==> src/rtl/gpd_defines.svh <==
// register offsets, field positions, reset values for the two-port gpio block
// assumes byte addresses on an 8-bit register port
`ifndef GPD_DEFINES_SVH
`define GPD_DEFINES_SVH

`define GPD_ADDR_P1_DIR 8'h00
`define GPD_ADDR_P1_DATA 8'h01
`define GPD_ADDR_P2_DIR 8'h02
`define GPD_ADDR_P2_DATA 8'h03
`define GPD_ADDR_P1_FUNC 8'h04
`define GPD_ADDR_P1_LEVEL 8'h05
`define GPD_ADDR_P2_LEVEL 8'h06
`define GPD_ADDR_ERR 8'h07

`define GPD_P1_RSVD_BIT 3
`define GPD_P1_IMPL_MASK 8'hf7
`define GPD_P1_RSVD_MASK 8'h08

`define GPD_DIR_RESET 8'h00
`define GPD_DATA_RESET 8'h00
`define GPD_FUNC_RESET 8'h00
`define GPD_RDATA_RESET 8'h00
`define GPD_UNMAPPED_RDATA 8'h00
`define GPD_DIR_RDATA 8'h00

`define GPD_ERR_WR_BIT 0
`define GPD_ERR_RD_BIT 1
`define GPD_ERR_MASK 8'h03

`endif

==> src/rtl/gpd_pkg.sv <==
// types shared by the two-port gpio block
// assumes nothing beyond the defines header
package gpd_pkg;

	typedef logic [7:0] gpd_byte_t;

	// one-hot register select, produced by the address decoder
	typedef enum logic [8:0] {
		GPD_SEL_NONE = 9'h001,
		GPD_SEL_P1_DIR = 9'h002,
		GPD_SEL_P1_DATA = 9'h004,
		GPD_SEL_P2_DIR = 9'h008,
		GPD_SEL_P2_DATA = 9'h010,
		GPD_SEL_P1_FUNC = 9'h020,
		GPD_SEL_P1_LEVEL = 9'h040,
		GPD_SEL_P2_LEVEL = 9'h080,
		GPD_SEL_ERR = 9'h100
	} gpd_sel_t;

endpackage : gpd_pkg

==> src/rtl/gpd_pin_drive.sv <==
// per-bit pin driver: alternate function wins, else general i/o direction and data
// assumes alt inputs come from logic on ref_clk; outputs are registered
`timescale 1ns/100ps
module gpd_pin_drive (
	input wire logic ref_clk,
	input wire logic arst_n,
	input wire logic [7:0] impl_mask,
	input wire logic [7:0] alt_sel,
	input wire logic [7:0] alt_out,
	input wire logic [7:0] alt_oe,
	input wire logic [7:0] gp_dir,
	input wire logic [7:0] gp_data,
	output logic [7:0] pin_out,
	output logic [7:0] pin_oe
);

	logic [7:0] out_r;
	logic [7:0] out_nxt;
	logic [7:0] oe_r;
	logic [7:0] oe_nxt;

	always_comb begin
		// bits without a pin never drive
		out_nxt = ((alt_sel & alt_out) | (~alt_sel & gp_data)) & impl_mask;
		oe_nxt = ((alt_sel & alt_oe) | (~alt_sel & gp_dir)) & impl_mask;
	end

	always_ff @(posedge ref_clk or negedge arst_n) begin
		if (!arst_n) begin
			out_r <= 8'h00;
			oe_r <= 8'h00;
		end else begin
			out_r <= out_nxt;
			oe_r <= oe_nxt;
		end
	end

	assign pin_out = out_r;
	assign pin_oe = oe_r;

endmodule : gpd_pin_drive

==> src/rtl/gpd_port_top.sv <==
// two 8-bit general i/o ports with direction and data registers
// assumes a simple register port on ref_clk and pins asynchronous to it
`timescale 1ns/100ps
`include "gpd_defines.svh"
module gpd_port_top (
	input wire logic ref_clk,
	input wire logic arst_n,
	input wire logic [7:0] reg_addr,
	input wire logic [7:0] reg_wdata,
	input wire logic reg_wr,
	input wire logic reg_rd,
	output logic [7:0] reg_rdata,
	input wire logic [7:0] p1_pin_in,
	output logic [7:0] p1_pin_out,
	output logic [7:0] p1_pin_oe,
	input wire logic [7:0] p1_alt_out,
	input wire logic [7:0] p1_alt_oe,
	output logic [7:0] p1_pin_func,
	output logic [7:0] p1_pin_level,
	input wire logic [7:0] second_port_pins_in,
	output logic [7:0] second_port_pins_out,
	output logic [7:0] second_port_pins_oe,
	input wire logic [7:0] tmr_sel,
	input wire logic [7:0] tmr_out,
	input wire logic [7:0] tmr_oe,
	output logic [7:0] p2_pin_level
);

	// merge stored data with live pin level, picked per bit by direction
	function automatic gpd_pkg::gpd_byte_t gpd_read_merge(
		input gpd_pkg::gpd_byte_t dir,
		input gpd_pkg::gpd_byte_t dat,
		input gpd_pkg::gpd_byte_t lvl
	);
		gpd_read_merge = (dir & dat) | (~dir & lvl);
	endfunction : gpd_read_merge

	// address decoder shared by the write and read paths
	function automatic gpd_pkg::gpd_sel_t gpd_decode(input logic [7:0] addr);
		if (addr == `GPD_ADDR_P1_DIR) begin
			gpd_decode = gpd_pkg::GPD_SEL_P1_DIR;
		end else if (addr == `GPD_ADDR_P1_DATA) begin
			gpd_decode = gpd_pkg::GPD_SEL_P1_DATA;
		end else if (addr == `GPD_ADDR_P2_DIR) begin
			gpd_decode = gpd_pkg::GPD_SEL_P2_DIR;
		end else if (addr == `GPD_ADDR_P2_DATA) begin
			gpd_decode = gpd_pkg::GPD_SEL_P2_DATA;
		end else if (addr == `GPD_ADDR_P1_FUNC) begin
			gpd_decode = gpd_pkg::GPD_SEL_P1_FUNC;
		end else if (addr == `GPD_ADDR_P1_LEVEL) begin
			gpd_decode = gpd_pkg::GPD_SEL_P1_LEVEL;
		end else if (addr == `GPD_ADDR_P2_LEVEL) begin
			gpd_decode = gpd_pkg::GPD_SEL_P2_LEVEL;
		end else if (addr == `GPD_ADDR_ERR) begin
			gpd_decode = gpd_pkg::GPD_SEL_ERR;
		end else begin
			gpd_decode = gpd_pkg::GPD_SEL_NONE;
		end
	endfunction : gpd_decode

	gpd_pkg::gpd_sel_t wr_sel;
	gpd_pkg::gpd_sel_t rd_sel;

	gpd_pkg::gpd_byte_t p1_dir_r;
	gpd_pkg::gpd_byte_t p1_dir_nxt;
	gpd_pkg::gpd_byte_t p1_data_r;
	gpd_pkg::gpd_byte_t p1_data_nxt;
	gpd_pkg::gpd_byte_t p2_dir_r;
	gpd_pkg::gpd_byte_t p2_dir_nxt;
	gpd_pkg::gpd_byte_t p2_data_r;
	gpd_pkg::gpd_byte_t p2_data_nxt;
	gpd_pkg::gpd_byte_t p1_func_r;
	gpd_pkg::gpd_byte_t p1_func_nxt;
	gpd_pkg::gpd_byte_t err_r;
	gpd_pkg::gpd_byte_t err_nxt;
	gpd_pkg::gpd_byte_t rdata_r;
	gpd_pkg::gpd_byte_t rdata_nxt;

	gpd_pkg::gpd_byte_t p1_level;
	gpd_pkg::gpd_byte_t p2_level;
	gpd_pkg::gpd_byte_t p1_alt_sel;
	gpd_pkg::gpd_byte_t p1_rd_view;
	gpd_pkg::gpd_byte_t p2_rd_view;

	always_comb begin
		wr_sel = gpd_decode(reg_addr);
		rd_sel = gpd_decode(reg_addr);
	end

	// ------------------------------------------------------------------
	// pin level capture; the second flop output is the only one read
	// ------------------------------------------------------------------
	gpd_sync u_p1_sync (
		.ref_clk(ref_clk),
		.arst_n(arst_n),
		.async_in(p1_pin_in),
		.sync_out(p1_level)
	);

	gpd_sync u_p2_sync (
		.ref_clk(ref_clk),
		.arst_n(arst_n),
		.async_in(second_port_pins_in),
		.sync_out(p2_level)
	);

	// ------------------------------------------------------------------
	// first port direction register
	// ------------------------------------------------------------------
	always_comb begin
		p1_dir_nxt = p1_dir_r;
		if (reg_wr && wr_sel == gpd_pkg::GPD_SEL_P1_DIR) begin
			// each bit stored separately; bit 3 has no flop behind it
			p1_dir_nxt = reg_wdata & `GPD_P1_IMPL_MASK;
		end
	end

	always_ff @(posedge ref_clk or negedge arst_n) begin
		if (!arst_n) begin
			p1_dir_r <= `GPD_DIR_RESET;
		end else begin
			p1_dir_r <= p1_dir_nxt;
		end
	end

	// ------------------------------------------------------------------
	// first port data register
	// ------------------------------------------------------------------
	always_comb begin
		p1_data_nxt = p1_data_r;
		if (reg_wr && wr_sel == gpd_pkg::GPD_SEL_P1_DATA) begin
			// the reserved bit is never stored, so a write cannot touch it
			p1_data_nxt = reg_wdata & `GPD_P1_IMPL_MASK;
		end
	end

	always_ff @(posedge ref_clk or negedge arst_n) begin
		if (!arst_n) begin
			p1_data_r <= `GPD_DATA_RESET;
		end else begin
			p1_data_r <= p1_data_nxt;
		end
	end

	// ------------------------------------------------------------------
	// first port pin function selector: 1 hands the pin to a peripheral
	// ------------------------------------------------------------------
	always_comb begin
		p1_func_nxt = p1_func_r;
		if (reg_wr && wr_sel == gpd_pkg::GPD_SEL_P1_FUNC) begin
			p1_func_nxt = reg_wdata & `GPD_P1_IMPL_MASK;
		end
	end

	always_ff @(posedge ref_clk or negedge arst_n) begin
		if (!arst_n) begin
			p1_func_r <= `GPD_FUNC_RESET;
		end else begin
			p1_func_r <= p1_func_nxt;
		end
	end

	// ------------------------------------------------------------------
	// second port direction and data registers
	// ------------------------------------------------------------------
	always_comb begin
		p2_dir_nxt = p2_dir_r;
		p2_data_nxt = p2_data_r;
		if (reg_wr && wr_sel == gpd_pkg::GPD_SEL_P2_DIR) begin
			p2_dir_nxt = reg_wdata;
		end
		if (reg_wr && wr_sel == gpd_pkg::GPD_SEL_P2_DATA) begin
			p2_data_nxt = reg_wdata;
		end
	end

	always_ff @(posedge ref_clk or negedge arst_n) begin
		if (!arst_n) begin
			p2_dir_r <= `GPD_DIR_RESET;
			p2_data_r <= `GPD_DATA_RESET;
		end else begin
			p2_dir_r <= p2_dir_nxt;
			p2_data_r <= p2_data_nxt;
		end
	end

	// ------------------------------------------------------------------
	// sticky access error flags, write 1 to clear; a new error wins
	// ------------------------------------------------------------------
	always_comb begin
		err_nxt = err_r;
		if (reg_wr && wr_sel == gpd_pkg::GPD_SEL_ERR) begin
			err_nxt = err_r & ~(reg_wdata & `GPD_ERR_MASK);
		end
		if (reg_wr && (wr_sel == gpd_pkg::GPD_SEL_NONE
			|| wr_sel == gpd_pkg::GPD_SEL_P1_LEVEL
			|| wr_sel == gpd_pkg::GPD_SEL_P2_LEVEL)) begin
			err_nxt[`GPD_ERR_WR_BIT] = 1'b1;
		end
		if (reg_rd && rd_sel == gpd_pkg::GPD_SEL_NONE) begin
			err_nxt[`GPD_ERR_RD_BIT] = 1'b1;
		end
	end

	always_ff @(posedge ref_clk or negedge arst_n) begin
		if (!arst_n) begin
			err_r <= 8'h00;
		end else begin
			err_r <= err_nxt;
		end
	end

	// ------------------------------------------------------------------
	// read path, answer registered one cycle after the strobe
	// ------------------------------------------------------------------
	always_comb begin
		// output bits give stored data, input bits give the pin
		p1_rd_view = gpd_read_merge(p1_dir_r, p1_data_r, p1_level)
			& `GPD_P1_IMPL_MASK;
		p1_rd_view = p1_rd_view | `GPD_P1_RSVD_MASK;
		p2_rd_view = gpd_read_merge(p2_dir_r, p2_data_r, p2_level);
	end

	always_comb begin
		// held at zero between reads so a stale value is never seen
		rdata_nxt = `GPD_RDATA_RESET;
		if (reg_rd) begin
			if (rd_sel == gpd_pkg::GPD_SEL_P1_DATA) begin
				rdata_nxt = p1_rd_view;
			end else if (rd_sel == gpd_pkg::GPD_SEL_P2_DATA) begin
				rdata_nxt = p2_rd_view;
			end else if (rd_sel == gpd_pkg::GPD_SEL_P1_DIR
				|| rd_sel == gpd_pkg::GPD_SEL_P2_DIR) begin
				// write-only: the stored bits are not exposed
				rdata_nxt = `GPD_DIR_RDATA;
			end else if (rd_sel == gpd_pkg::GPD_SEL_P1_FUNC) begin
				rdata_nxt = p1_func_r;
			end else if (rd_sel == gpd_pkg::GPD_SEL_P1_LEVEL) begin
				rdata_nxt = p1_level & `GPD_P1_IMPL_MASK;
			end else if (rd_sel == gpd_pkg::GPD_SEL_P2_LEVEL) begin
				rdata_nxt = p2_level;
			end else if (rd_sel == gpd_pkg::GPD_SEL_ERR) begin
				rdata_nxt = err_r;
			end else begin
				rdata_nxt = `GPD_UNMAPPED_RDATA;
			end
		end
	end

	always_ff @(posedge ref_clk or negedge arst_n) begin
		if (!arst_n) begin
			rdata_r <= `GPD_RDATA_RESET;
		end else begin
			rdata_r <= rdata_nxt;
		end
	end

	// ------------------------------------------------------------------
	// pin drivers
	// ------------------------------------------------------------------
	always_comb begin
		// direction only counts on pins left as general i/o
		p1_alt_sel = p1_func_r;
	end

	// driver gates direction by selector and drops bit 3
	gpd_pin_drive u_p1_drive (
		.ref_clk(ref_clk),
		.arst_n(arst_n),
		.impl_mask(`GPD_P1_IMPL_MASK),
		.alt_sel(p1_alt_sel),
		.alt_out(p1_alt_out),
		.alt_oe(p1_alt_oe),
		.gp_dir(p1_dir_r),
		.gp_data(p1_data_r),
		.pin_out(p1_pin_out),
		.pin_oe(p1_pin_oe)
	);

	// timer selection wins over general direction and data
	gpd_pin_drive u_p2_drive (
		.ref_clk(ref_clk),
		.arst_n(arst_n),
		.impl_mask(8'hff),
		.alt_sel(tmr_sel),
		.alt_out(tmr_out),
		.alt_oe(tmr_oe),
		.gp_dir(p2_dir_r),
		.gp_data(p2_data_r),
		.pin_out(second_port_pins_out),
		.pin_oe(second_port_pins_oe)
	);

	assign reg_rdata = rdata_r;
	assign p1_pin_func = p1_func_r;
	assign p1_pin_level = p1_level;
	assign p2_pin_level = p2_level;

endmodule : gpd_port_top

==> src/rtl/gpd_sync.sv <==
// two-flop synchroniser for a byte of pin levels
// assumes pins are asynchronous to ref_clk
`timescale 1ns/100ps
module gpd_sync (
	input wire logic ref_clk,
	input wire logic arst_n,
	input wire logic [7:0] async_in,
	output logic [7:0] sync_out
);

	logic [7:0] meta_r;
	logic [7:0] meta_nxt;
	logic [7:0] sync_r;
	logic [7:0] sync_nxt;

	always_comb begin
		meta_nxt = async_in;
		sync_nxt = meta_r;
	end

	// meta_r feeds only sync_r
	always_ff @(posedge ref_clk or negedge arst_n) begin
		if (!arst_n) begin
			meta_r <= 8'h00;
			sync_r <= 8'h00;
		end else begin
			meta_r <= meta_nxt;
			sync_r <= sync_nxt;
		end
	end

	assign sync_out = sync_r;

endmodule : gpd_sync
==> config.mk <==
export PLATFORM = sky130hd
export DESIGN_NAME = gpd_port_top
export DESIGN_NICKNAME = d
export VERILOG_FILES = /design/src/rtl/gpd_pkg.sv /design/src/rtl/gpd_pin_drive.sv /design/src/rtl/gpd_port_top.sv /design/src/rtl/gpd_sync.sv
export VERILOG_INCLUDE_DIRS = /design/src /design/src/rtl
export SDC_FILE = /design/constraint.sdc
export NUM_CORES = 1
export LEC_CHECK = 0
export BUFFER_PORTS_ARGS = -buffer_cell sky130_fd_sc_hd__buf_2
export CORE_ASPECT_RATIO = 0.6
export CORE_MARGIN = 8
export CORE_UTILIZATION = 38
export DETAILED_ROUTE_END_ITERATION = 8
export GPL_ROUTABILITY_DRIVEN = 1
export SKIP_CTS_REPAIR_TIMING = 1
export SLEW_MARGIN = 20
export SYNTH_ARGS = -nofsm -noshare
export SYNTH_HDL_FRONTEND = slang
export SYNTH_HIERARCHICAL = 1
export SYNTH_SLANG_ARGS = --single-unit
export TNS_END_PERCENT = 10
==> constraint.sdc <==
create_clock -name ref_clk -period 1.15 [get_ports ref_clk]
set_input_delay 0.345 -clock ref_clk [delete_from_list [all_inputs] [get_ports ref_clk]]
set_output_delay 0.345 -clock ref_clk [all_outputs]
set_load 0.05 [all_outputs]
==> results.toml <==
[clock_tree]
clock-sinks = 111
clkLatencyLatePin_ns = 0.35
ctsHtreeMaxLevel = 3
cts_buffers = 9
cts_tree = "built"
clockRootBuffer = "clkbuf_16"
clock_path_buffers = 2
clk_pin_slew_ns = 0.07

[route]
dr.pass1.iters = 4
wl_per_cell_microns = 17.15
wl_met3_mm = 1.085
route.top_layer_used = "met5"
drt-initial-drc-count = 136
via_per_inst = 4.623
num_vias = 3250
drc = 0
postRouteWirelength_mm = 12.05
wl_met1_mm = 5.551
ant_nets = 0
met2_length_mm = 5.280

[synthesis]
synthFlopType = "dfrtp_1"
synth_cell_type_count = 26
synth-seq-area-share_pct = 62.57
yosysWarningCount = 6
synth_area_sq_mm = 0.004439
ys_seq_elements = 111
async_flop_share_pct = 100.0
syn_avg_cell_area_sq_um = 14.09
syn_inst = 315
synth_edf_count = 0

[worst_setup_path]
cp.required_ns = 1.38
cpLargestDelayFamily = "simple AND/OR/NAND/NOR gates"
setup.worst_path.class = "input port to flop"
endpoint_kind = "flop"
crit_slowest_cell = "or4_4"
cpPeakStageDelay_ns = 0.58
crit_fanout = 7
start_kind = "input port"
crit_top_cell = "buf_6"
crit_buf_inv = 2
worst-endpoint-arrival_ns = 1.92
crit_chain = "buf_6 -> or4_4 -> buf_6 -> nor4_4 -> nand2_4 -> mux2_2"

[place]
place_inst = 687
routabilityCongestion = 0.8372
hpwlAfterDp_mm = 9.209
placed_area_sq_mm = 0.005843
port_buffers = 138

[pwr]
finalPower_mw = 8.793
leakage_nw = 3.299
power_density_mw_per_mm2 = 1318
ir_drop_mv = 0.7214

[floorplan]
initial_utilization_pct = 39.16
die_h_microns = 99.72
num_io_pins = 140
die_area_sq_mm = 0.01551
fp.dieW_microns = 155.5
rows = 30
core-area_sq_mm = 0.01134

[run]
max_cap_violations = 0

[sta]
rsz0062_at_grt = "true"
setup_viol = 110
final.min_clock_period_ns = 1.688
period_share_pct = 146.8
finalSetupTns_ns = -27.13
drv_slew = 0
fin_skew_ns = 0.003480
hold_viol = 0
fin_ws_ns = -0.5383
fmax_mhz = 592.3

[global_route]
grt_pass1_vias = 3536
grt_max_degree = 36
antenna_found_initial = 1
grt_first_pass_wirelength_mm = 18.91
grtUsageTotal_pct = 15.70
grt_overflow = 0

[final_layout]
finalInstanceArea_sq_mm = 0.006674
area_growth_pct = 50.34
layout.cells.non_filler = 703
drive_above_1_share_pct = 48.25
layout.nets = 615
antenna_cells = 0

[worst_hold_path]
hp-class = "input port to flop"

[status]
violations = "setup timing"
status = "finished, violations left"
sequential cells by signal, summed over array words and instances (netlist names), 8 cells and up:
| signal | count |
|---|---|
| u_p1_sync/meta_r | 8 |
| p2_dir_r | 8 |
| u_p1_drive/pin_out | 8 |
| u_p2_drive/pin_oe | 8 |
| u_p1_drive/pin_oe | 8 |
| u_p2_sync/meta_r | 8 |
| u_p2_drive/pin_out | 8 |
| p2_data_r | 8 |
| u_p1_sync/sync_out | 8 |
| u_p2_sync/sync_out | 8 |
| reg_rdata | 8 |
cells by family after synthesis:
family                    after synthesis  share of synthesized area (%)
AOI/OAI and AO/OA                      34                          4.764
xor gates and xnor gates                1                         0.1973
DFF                                   111                          62.57
and+or+nand+nor                        62                          8.991
other                                   2                         0.1692
buffers and inverters                  13                          1.353
muxes                                  92                          21.96
routing by layer:
metal / global-route usage (%) / vias to the layer above
met1: 20.27 / 1598
met2: 23.68 / 111
met5: 0 / -
li1: - / 1523
met4: 4.599 / 2
met3: 6.494 / 16
power breakdown:
group | internal [mW] | switching, mW | leakage [nW]
sequential | 4.07 | 0.122 | 1.44
clock | 1.95 | 1.36 | 0.155
combinational | 0.565 | 0.722 | 1.70
cells in the final DEF (no fill, tap or decap), types with 2 or more instances in the layout:
master / synthesis / layout
dfrtp_1: 111 / 107
nand2_4: 1 / 2
mux2_2: 43 / 28
clkbuf_16: 0 / 9
o21ai_0: 6 / 6
nand3b_1: 5 / 5
buf_6: 0 / 69
buf_12: 0 / 3
o311ai_0: 2 / 2
a211oi_1: 7 / 5
nor2b_1: 33 / 32
a211oi_2: 0 / 2
clkinv_2: 0 / 2
dfrtp_2: 0 / 4
nor4_4: 2 / 3
nand2_1: 9 / 7
a22o_1: 3 / 3
nand2b_1: 3 / 3
a21oi_1: 14 / 14
buf_4: 2 / 42
nor2_1: 6 / 5
conb_1: 2 / 37
buf_2: 3 / 75
mux2i_1: 49 / 49
mux2_4: 0 / 15
bufinv_16: 0 / 2
cell type report:
type                    count  area, sq um
inverters                   1        3.754
fillers                   937         4662
repair buffers            190         1538
well taps                 160        200.2
clock buffers              11        242.7
multi-input cells         226         1837
clock inverters             4        70.07
flip-flops and latches    111         2783
worst paths after layout:
path                                          to  slack [ns]                start  depth (start not counted)
setup / recovery                    p1_data_r[6]       -0.54          reg_addr[6]                          6
hold / removal               u_p1_sync/meta_r[5]        0.10         p1_pin_in[5]                          1
setup reg to reg                    reg_rdata[1]       -0.11          p1_dir_r[1]                          3
hold reg to reg            u_p2_sync/sync_out[2]        0.35  u_p2_sync/meta_r[2]                          0
max in group asynchronous  u_p2_sync/sync_out[5]        0.27               arst_n                          3
min in group asynchronous  u_p1_drive/pin_out[3]        0.41               arst_n                          2
Yosys cell counts (2+ instances only):
master      n  area (sq um)
dfrtp_1   111          2778
mux2i_1    49         490.5
mux2_2     43         484.2
nor2b_1    33         206.5
a21oi_1    14         70.07
nand2_1     9         33.78
a211oi_1    7         52.55
clkbuf_1    7         26.28
nor2_1      6         22.52
o21ai_0     6         30.03
nand3b_1    5         37.54
a22o_1      3         26.28
buf_2       3         15.01
nand2b_1    3         18.77
buf_4       2         15.01
conb_1      2         7.510
nor4_4      2         42.54
o311ai_0    2         17.52
metrics by stage:
step	utilization [%]	setup WS [ns]	hold WS, ns
after floorplan	-	-0.8049	0.04941
after global placement	51.55	-0.9597	0.2328
after detailed placement	51.55	-0.9700	0.2369
after CTS	54.30	-0.5967	-0.1407
after global routing	58.87	-0.5800	0.08493
final	58.87	-0.5383	0.1007
Note: power is estimated with default switching activity, not from simulation.
